[src/hdl/load_decode_pkg.sv]
// Constants for the compact byte and halfword load decoder
package load_decode_pkg;
  // Major opcodes in bits 15:11
  localparam logic [4:0] OP_LOAD_SIGNED_BYTE = 5'h10;
  localparam logic [4:0] OP_LOAD_UNSIGNED_BYTE = 5'h14;
  localparam logic [4:0] OP_LOAD_SIGNED_HALFWORD = 5'h11;
  localparam logic [4:0] OP_EXTEND_PREFIX = 5'h1E;
  // Field positions
  localparam int OPCODE_MSB = 15;
  localparam int OPCODE_LSB = 11;
  localparam int BASE_MSB = 10;
  localparam int BASE_LSB = 8;
  localparam int DEST_MSB = 7;
  localparam int DEST_LSB = 5;
  localparam int OFFS_MSB = 4;
  localparam int OFFS_LSB = 0;
  localparam int PFX_MID_MSB = 10;
  localparam int PFX_MID_LSB = 5;
  localparam int PFX_HI_MSB = 4;
  localparam int PFX_HI_LSB = 0;
  // Reset values
  localparam logic [31:0] DATA_RESET = 32'h0000_0000;
  localparam logic [4:0] REG_RESET = 5'h00;
  // Load sizes for the memory path
  localparam logic SIZE_BYTE = 1'b0;
  localparam logic SIZE_HALF = 1'b1;
  // Sequencer states
  typedef enum logic [2:0] {
    ST_IDLE = 3'b001,
    ST_MEM = 3'b010,
    ST_DONE = 3'b100
  } state_type;
endpackage

[src/hdl/compact_load_decode.sv]
// Decoder and executor for compact byte and halfword loads
`timescale 1ns/10ps

// Contract
// - Opcode 10000 is signed byte load; base 10:8, dest 7:5, offset 4:0.
// - Opcode 10100 is unsigned byte load with the same fields.
// - Opcode 10001 is signed halfword load with the same fields.
// - Prefix 11110 forms 16-bit offset, sign-extended before adding to base.
// - Short byte loads zero-extend the unscaled 5-bit offset.
// - Short halfword load shifts offset left one, zero-extends it.
// - Signed byte load sign-extends the fetched byte.
// - Unsigned byte load zero-extends the fetched byte.
// - Halfword load sign-extends the fetched halfword in both forms.
// - Odd halfword address raises address error with no memory access.
// - Byte loads flip both low address bits; lane uses big-endian flag twice.
// - Halfword loads flip address bit 1 only; lane flips bit 1 only.
// - Halfword loads may raise only refill, invalid, bus and address errors.
module compact_load_decode #(
  parameter int ADDR_WIDTH = 32
) (
  input wire logic ref_clk, // Core clock
  input wire logic reset, // Async reset, active high
  input wire logic issueValid, // Instruction presented, one cycle
  input wire logic [31:0] instrWord, // Prefix in 31:16 when extended
  input wire logic extended, // Instruction carries a prefix
  input wire logic reverse_endian_flag, // Reverse-endian mode
  input wire logic big_endian_flag, // Big-endian core
  output logic [4:0] baseRegNum, // Architectural base register
  input wire logic [31:0] baseValue, // Base register contents, same cycle
  output logic memReq, // Translated load request pulse
  output logic [ADDR_WIDTH-1:0] memVAddr, // Virtual address to translate
  output logic memSize, // Byte or halfword
  input wire logic memDone, // Load answer pulse
  input wire logic [ADDR_WIDTH-1:0] memPAddr, // Translated physical address
  input wire logic [31:0] memWord, // Fetched word
  input wire logic tlbRefill, // Translation refill fault
  input wire logic tlbInvalid, // Translation invalid fault
  input wire logic busError, // Bus error on fetch
  output logic [ADDR_WIDTH-1:0] physAddr, // Endian-adjusted physical address
  output logic wrEn, // Destination write pulse
  output logic [4:0] wrRegNum, // Architectural destination register
  output logic [31:0] wrData, // Extended load result
  output logic excValid, // Exception pulse
  output logic [3:0] excCause, // One bit each: addr, refill, invalid, bus
  output logic busy // Load in flight
);

  // ----------------------------------------
  // Helpers
  // ----------------------------------------
  // Fixed compact register translation: 0,1 -> 16,17; 2..7 -> 2..7
  function automatic logic [4:0] xlatReg(input logic [2:0] f);
    xlatReg = (f < 3'h2) ? {2'b10, f} : {2'b00, f};
  endfunction

  logic [4:0] opcode;
  logic isSb, isUb, isSh, isLoad, prefixOk;
  logic [15:0] extOffset;
  logic [ADDR_WIDTH-1:0] offsetAdd, effAddr;

  // Decode of the incoming instruction
  always_comb begin
    opcode = instrWord[load_decode_pkg::OPCODE_MSB:load_decode_pkg::OPCODE_LSB];
    isSb = (opcode == load_decode_pkg::OP_LOAD_SIGNED_BYTE);
    isUb = (opcode == load_decode_pkg::OP_LOAD_UNSIGNED_BYTE);
    isSh = (opcode == load_decode_pkg::OP_LOAD_SIGNED_HALFWORD);
    prefixOk = !extended || (instrWord[31:27] == load_decode_pkg::OP_EXTEND_PREFIX);
    isLoad = issueValid && prefixOk && (isSb || isUb || isSh);
    baseRegNum = xlatReg(instrWord[load_decode_pkg::BASE_MSB:load_decode_pkg::BASE_LSB]);
    // Prefix 26:21 gives offset 10:5, prefix 20:16 gives 15:11
    extOffset = {instrWord[20:16], instrWord[26:21],
                 instrWord[load_decode_pkg::OFFS_MSB:load_decode_pkg::OFFS_LSB]};
    if (extended) begin
      offsetAdd = ADDR_WIDTH'({{(ADDR_WIDTH-16){extOffset[15]}}, extOffset});
    end else if (isSh) begin
      offsetAdd = ADDR_WIDTH'({instrWord[4:0], 1'b0});
    end else begin
      offsetAdd = ADDR_WIDTH'(instrWord[4:0]);
    end
    effAddr = ADDR_WIDTH'(baseValue) + offsetAdd;
  end

  // ----------------------------------------
  // Sequencer
  // ----------------------------------------
  load_decode_pkg::state_type state_r, state_nxt;
  logic signed_r, signed_nxt, half_r, half_nxt;
  logic [4:0] dest_r, dest_nxt;
  logic memReq_r, memReq_nxt, memSize_r, memSize_nxt;
  logic [ADDR_WIDTH-1:0] vAddr_r, vAddr_nxt, physAddr_r, physAddr_nxt;
  logic wrEn_r, wrEn_nxt, excValid_r, excValid_nxt;
  logic [4:0] wrReg_r, wrReg_nxt;
  logic [31:0] wrData_r, wrData_nxt;
  logic [3:0] excCause_r, excCause_nxt;
  logic busy_r, busy_nxt;
  logic [1:0] lane;
  logic [7:0] selByte;
  logic [15:0] selHalf;

  // Next state, lane selection and extension
  always_comb begin
    state_nxt = state_r;
    signed_nxt = signed_r;
    half_nxt = half_r;
    dest_nxt = dest_r;
    memReq_nxt = 1'b0;
    memSize_nxt = memSize_r;
    vAddr_nxt = vAddr_r;
    physAddr_nxt = physAddr_r;
    wrEn_nxt = 1'b0;
    excValid_nxt = 1'b0;
    wrReg_nxt = wrReg_r;
    wrData_nxt = wrData_r;
    excCause_nxt = excCause_r;
    // Big-endian flips both lane bits for bytes, only bit 1 for halves
    lane = vAddr_r[1:0] ^ (half_r ? {big_endian_flag, 1'b0}
                                  : {2{big_endian_flag}});
    selByte = memWord[8*lane +: 8];
    selHalf = memWord[8*lane +: 16];
    unique case (state_r)
      load_decode_pkg::ST_IDLE: begin
        if (isLoad) begin
          signed_nxt = !isUb;
          half_nxt = isSh;
          dest_nxt = xlatReg(instrWord[load_decode_pkg::DEST_MSB:load_decode_pkg::DEST_LSB]);
          vAddr_nxt = effAddr;
          // Misaligned halfword stops before translation or access
          if (isSh && effAddr[0]) begin
            excValid_nxt = 1'b1;
            excCause_nxt = 4'h1;
            state_nxt = load_decode_pkg::ST_DONE;
          end else begin
            memReq_nxt = 1'b1;
            memSize_nxt = isSh ? load_decode_pkg::SIZE_HALF : load_decode_pkg::SIZE_BYTE;
            state_nxt = load_decode_pkg::ST_MEM;
          end
        end
      end
      load_decode_pkg::ST_MEM: begin
        if (memDone) begin
          state_nxt = load_decode_pkg::ST_DONE;
          physAddr_nxt = {memPAddr[ADDR_WIDTH-1:2], memPAddr[1:0] ^ (half_r
            ? {reverse_endian_flag, 1'b0} : {2{reverse_endian_flag}})};
          if (tlbRefill || tlbInvalid || busError) begin
            // Only the translation and bus faults may arise here
            excValid_nxt = 1'b1;
            excCause_nxt = {busError, tlbInvalid, tlbRefill, 1'b0};
          end else begin
            wrEn_nxt = 1'b1;
            wrReg_nxt = dest_r;
            if (half_r) begin
              wrData_nxt = {{16{selHalf[15]}}, selHalf};
            end else if (signed_r) begin
              wrData_nxt = {{24{selByte[7]}}, selByte};
            end else begin
              wrData_nxt = {24'h00_0000, selByte};
            end
          end
        end
      end
      load_decode_pkg::ST_DONE: begin
        state_nxt = load_decode_pkg::ST_IDLE;
      end
      default: begin
        state_nxt = load_decode_pkg::ST_IDLE;
      end
    endcase
    // Registered so the busy pin comes straight from a flop
    busy_nxt = (state_nxt != load_decode_pkg::ST_IDLE);
  end

  // Registers
  always_ff @(posedge ref_clk or posedge reset) begin
    if (reset) begin
      state_r <= load_decode_pkg::ST_IDLE;
      signed_r <= 1'b0;
      half_r <= 1'b0;
      dest_r <= load_decode_pkg::REG_RESET;
      memReq_r <= 1'b0;
      memSize_r <= load_decode_pkg::SIZE_BYTE;
      vAddr_r <= '0;
      physAddr_r <= '0;
      wrEn_r <= 1'b0;
      excValid_r <= 1'b0;
      wrReg_r <= load_decode_pkg::REG_RESET;
      wrData_r <= load_decode_pkg::DATA_RESET;
      excCause_r <= 4'h0;
      busy_r <= 1'b0;
    end else begin
      state_r <= state_nxt;
      signed_r <= signed_nxt;
      half_r <= half_nxt;
      dest_r <= dest_nxt;
      memReq_r <= memReq_nxt;
      memSize_r <= memSize_nxt;
      vAddr_r <= vAddr_nxt;
      physAddr_r <= physAddr_nxt;
      wrEn_r <= wrEn_nxt;
      excValid_r <= excValid_nxt;
      wrReg_r <= wrReg_nxt;
      wrData_r <= wrData_nxt;
      excCause_r <= excCause_nxt;
      busy_r <= busy_nxt;
    end
  end

  // Outputs straight from flops
  assign memReq = memReq_r;
  assign memVAddr = vAddr_r;
  assign memSize = memSize_r;
  assign physAddr = physAddr_r;
  assign wrEn = wrEn_r;
  assign wrRegNum = wrReg_r;
  assign wrData = wrData_r;
  assign excValid = excValid_r;
  assign excCause = excCause_r;
  assign busy = busy_r;
endmodule

[config.mk]
export PLATFORM = sky130hd
export DESIGN_NAME = compact_load_decode
export DESIGN_NICKNAME = d
export VERILOG_FILES = /design/src/hdl/load_decode_pkg.sv /design/src/hdl/compact_load_decode.sv
export SDC_FILE = /design/constraint.sdc
export NUM_CORES = 1
export LEC_CHECK = 0
export BUFFER_PORTS_ARGS = -buffer_cell sky130_fd_sc_hd__buf_2
export CORE_MARGIN = 2
export CORE_UTILIZATION = 35
export CTS_CLUSTER_SIZE = 25
export DETAILED_ROUTE_END_ITERATION = 6
export SYNTH_ARGS = -nofsm -noshare
export SYNTH_HDL_FRONTEND = slang
export SYNTH_SLANG_ARGS = --single-unit
[constraint.sdc]
create_clock -name ref_clk -period 2.9 [get_ports ref_clk]
set_input_delay 0.145 -clock ref_clk [delete_from_list [all_inputs] [get_ports ref_clk]]
set_output_delay 0.145 -clock ref_clk [all_outputs]
set_load 0.01 [all_outputs]
; ---- Word level (Yosys, flattened, before mapping)
; Index checks and enable logic that the tools add are counted.
[totals]
register_bits = 120
output_inout_bits = 115
elab_cells = 79
in_bits = 138
[classes]
bitwise = 4
addsub = 1
n_eq_ne = 11
shifts = 2
n_reduce_logical = 16
n_mux = 29
order_cmp = 2
[op_table]
columns = op, count
row1 = 32-bit two-way mux, 3
row2 = 32-bit adder, 1
row3 = 32-bit by 6-bit variable part select with 16-bit output, 1
row4 = 32-bit by 6-bit variable part select with 8-bit output, 1
row5 = 5-bit equality test (second input constant), 4
row6 = 4-bit two-way mux, 4
row7 = 1-bit two-way mux, 13
row8 = 5-bit two-way mux, 2
row9 = 3-bit two-way mux, 3
row10 = 2-bit != test (second input constant), 4
row11 = 4-bit case mux with 2 select lines, 1
row12 = 3-bit by 2-bit < comparator with 1-bit output (second input constant), 2
row13 = 6-bit two-way mux, 1
row14 = 3-bit case mux with 2 select lines, 1
row15 = 3-bit AND reduction, 2
row16 = 1-bit logical OR, 5
row17 = 5-bit AND reduction, 1
row18 = 2-bit AND reduction, 2
row19 = 2-bit bitwise XOR, 2
row20 = 3-bit by 1-bit equality test with 1-bit output (second input constant), 1
row21 = 3-bit by 2-bit equality test with 1-bit output (second input constant), 1
row22 = 1-bit logical AND, 3
row23 = 3-bit by 1-bit != test with 1-bit output (second input constant), 1
row24 = 1-bit zero test, 2
row25 = other kinds (3), 4

; ---- Longest topological paths before layout
[depth]
depth_word = 9
depth_mapped = 15
ltp_nobuf = 15

; ---- Least setup slack after synthesis
; No wires, ideal clock.
[synth_path]
path_kind = input -> register
startpoint = input instrWord[12]
endpoint = register vAddr_r[24] (netlist: memVAddr[24])
stages = 13
required_time_ns = 2.761
setup_time_ns = 0.139
path_buffers = 0
setup_slack_ns = -0.375
arrival_ns = 3.137
path_cell_list = nor3b_1 > nand3b_1 > nor2_1 > mux2_2 > ha_1 > nor2b_1 > o2111ai_1 > a21oi_1 > nor2_2 > o21ai_2 > a31oi_4 > o2111a_1 > or4_1
[synth_between]
elab_chain_cells = 5
word_cells_on_any_way = 10
cone_classes = 1 x add/sub / 3 x eq/ne / 2 x mux / 4 x reduce/logical
[synth_rtl]
columns = element, line_no
row1 = start: declaration, compact_load_decode.sv:24  ; input wire logic [31:0] instrWord,
row2 = branches (longest 5 deep; another with 32-bit adder), --
row3 = end signal: assignment, compact_load_decode.sv:196  ; vAddr_r <= vAddr_nxt;
row4 = end: declaration, compact_load_decode.sv:90  ; logic [ADDR_WIDTH-1:0] vAddr_r, vAddr_nxt, physAddr_r, physAddr_nxt;
; Parallel ways; which one is timed is not known.
; A chain may end at the register's enable or synchronous reset.

; ---- Final worst setup path
; Ends and elaborated chain as after synthesis.

==> flow_metrics.py <==
metrics = {
    "status": {
        "status": "finished, final reports clean",
    },
    "placement": {
        "place_hpwl_mm": 14.0,
        "finalWeightedCongestion": 0.839,
        "port_buffers": 248,
        "dp_cells": 1200,
        "dpl_worst_slack_ps": -557,
        "dpl_cell_area_sq_um": 7880,
    },
    "timing": {
        "slew_viol_final": 0,
        "worst_pin_slew_ps": 734,
        "hold_viol": 0,
        "fin_setup_tns_ps": 0,
        "fmax_ghz": 0.351,
        "fin_ws_ps": 49.9,
        "min_period_ps": 2850,
        "clock_skew_ps": 8.56,
        "grt_setup_unrepaired": "true",
        "finalSetupViolCount": 0,
        "period_share_pct": 98.3,
        "holdWs_ps": 17.2,
        "slew_headroom_pct": 51.1,
    },
    "floorplanning": {
        "core_area_sq_um": 17200,
        "die_h_um": 137,
        "rows": 48,
        "start_util_pct": 35.7,
        "die_area_sq_um": 18700,
        "ios": 253,
        "fp.dieW_um": 137,
    },
    "yosys": {
        "syn_area_per_cell_sq_um": 8.48,
        "yosysWarnings": 0,
        "synthCells": 726,
        "async_flop_share_pct": 100,
        "ys.flop_type": "dfrtp_1",
        "ys_seq_area_share_pct": 41.5,
        "synth_edf_count": 0,
        "ys_types": 61,
        "syn_area_sq_um": 6150,
        "ys_seq_elements": 102,
    },
    "clocking": {
        "clk_latency_ps": 350,
        "clk_pin_slew_ps": 70,
        "cts_buffers": 9,
        "cts-root-buf": "clkbuf_16",
        "cts_sinks": 102,
        "cts_tree": "done",
        "ctsLongestPathBuffers": 2,
        "cts_max_level": 3,
    },
    "detailed_routing": {
        "via_count": 6149,
        "totalWireLength_mm": 18.6,
        "wl_met3_mm": 1.15,
        "met1_length_mm": 8.11,
        "dr.pass1.iters": 4,
        "top_layer_used": "met4",
        "postRouteAntennaNets": 0,
        "drc": 0,
        "first_iter_violations": 222,
        "vias_per_cell": 4.90,
        "routed-wl-met2_mm": 9.01,
        "wl_per_cell_um": 14.8,
    },
    "setup_path": {
        "end_kind": "flop",
        "crit_path_start": "instrWord[12]",
        "crit_end": "memVAddr[24]$_DFFE_PP0P_",
        "ff2ff_setup_slack_ps": 400,
        "reg2regPathDepth": 7,
        "critPathKind": "input port to flop",
        "worstReg2RegStart": "state_r[0]$_DFF_PP1_",
        "worst-path-max-fanout": 5,
        "r2r_end": "dest_r[4]$_DFFE_PP0P_",
        "crit_required_ps": 3130,
        "startpoint_type": "input port",
        "cp.arrival_ps": 3080,
    },
    "grt": {
        "grt_use_total_pct": 19.7,
        "first_global_vias": 5921,
        "grt_max_degree": 56,
        "antenna_found_initial": 1,
        "grt_pass1_wl_mm": 29.0,
        "overflow": 0,
    },
    "cells_and_area": {
        "mostFrequentLayoutCells": "buf_2 (246), nand2_1 (205), dfrtp_1 (101), buf_4 (54), o21ai_0 (45)",
        "stdcell_area_sq_um": 8620,
        "fin_nets": 1193,
        "area_growth_pct": 40.1,
        "fin_util_pct": 50.0,
        "final_cells": 1254,
        "final_common_cell": "buf_2",
        "drive_above_1_share_pct": 34.8,
    },
    "power_and_ir_drop": {
        "p_leak_nw": 4.67,
        "powerDensity_nw_per_um2": 489,
        "p_total_mw": 4.22,
        "peakVddDrop_mv": 0.254,
    },
    "hold_path": {
        "hold_path_class": "input port to flop",
        "hold_depth": 2,
    },
    "job": {
        "max_cap_viol_count": 0,
    },
}
-- layer usage --
metal	track usage, %	vias up
li1	-	3063
met1	25.2	2851
met2	34.0	214
met3	3.00	21
met4	6.54	0
met5	0	-
-- final cells by class --
cell class	instances	area [sq um]
inverter	14	55.1
multi-input combinational	562	3460
clock inverter	7	57.6
antenna	1	2.50
timing repair buffer	334	1990
tap	225	282
fill	1710	8610
clock buffer	9	225
sequential	102	2550
-- critical path: stages --
cell and delay, ps:
buf_6 100, nor3b_4 230, nand3b_1 170, nor2_4 220
mux2_4 330, ha_4 280, nor2b_4 150, o2111ai_2 130
a21oi_2 230, nor2_2 60, o21ai_2 200, a31oi_4 110
o2111a_1 230, or4_1 490
-- report_power, final --
group | internal, mW | total (mW) | leakage [nW] | switching [mW]
registers | 1.60 | 1.72 | 1.35 | 0.121
clock network | 0.593 | 1.16 | 0.134 | 0.569
logic | 0.618 | 1.34 | 3.19 | 0.717
total | 2.81 | 4.22 | 4.67 | 1.41
-- cells by family (layout without fill, tap and decap cells) --
kind of cell	count (synthesis)	after routing	synth area share [%]
AND/OR/NAND/NOR	324	324	23.2
AO/OA/AOI/OAI	159	159	16.7
flip-flops	102	102	41.5
buffers and inverters	63	364	5.14
adder cells (fa/ha/maj)	32	32	6.63
XOR/XNOR	31	31	4.41
multiplexers	14	14	2.40
other	1	3	0.0609
-- synthesized netlist by cell type (8+ instances only) --
master | number | area share (%)
nor3_1 | 8 | 0.65
nor2_1 | 31 | 1.9
ha_1 | 31 | 6.3
xnor2_1 | 13 | 1.8
mux2i_1 | 8 | 1.3
clkbuf_1 | 25 | 1.5
a21oi_1 | 40 | 3.3
xor2_1 | 18 | 2.6
nand3_1 | 17 | 1.4
dfrtp_1 | 101 | 41
a211oi_1 | 10 | 1.2
nand2_1 | 205 | 13
buf_4 | 21 | 2.6
inv_1 | 14 | 0.85
and2_1 | 24 | 2.4
o21ai_0 | 48 | 3.9
a21o_1 | 12 | 1.5
-- flip-flops by register name, summed over array words and instances (netlist names) --
signal	flops
wrRegNum	4
memReq	1
state_r	3
excValid	1
half_r	1
memSize	1
physAddr	32
signed_r	1
wrData	16
busy	1
memVAddr	32
excCause	4
wrEn	1
dest_r	4
-- how the worst min path moves through the flow --
stage	from	endpoint
2_1_floorplan	instrWord[7]	dest_r[4]$_DFFE_PP0P_
3_3_place_gp	instrWord[8]	baseRegNum[0]
3_5_place_dp	instrWord[8]	baseRegNum[0]
4_1_cts	memPAddr[21]	physAddr[21]$_DFFE_PP0P_
5_1_grt	memPAddr[21]	physAddr[21]$_DFFE_PP0P_
6_report	memDone	state_r[1]$_DFF_PP0_
-- timing repair --
action	in CTS	in global routing
setup endpoints to repair	9	13
setup buffers	2	4
cloned	0	0
endpoints found under the hold margin	84	0
hold buffers	31	0
gates resized for setup	4	18
pin swaps	6	21
No activity file was read; power rests on OpenSTA's default activity.
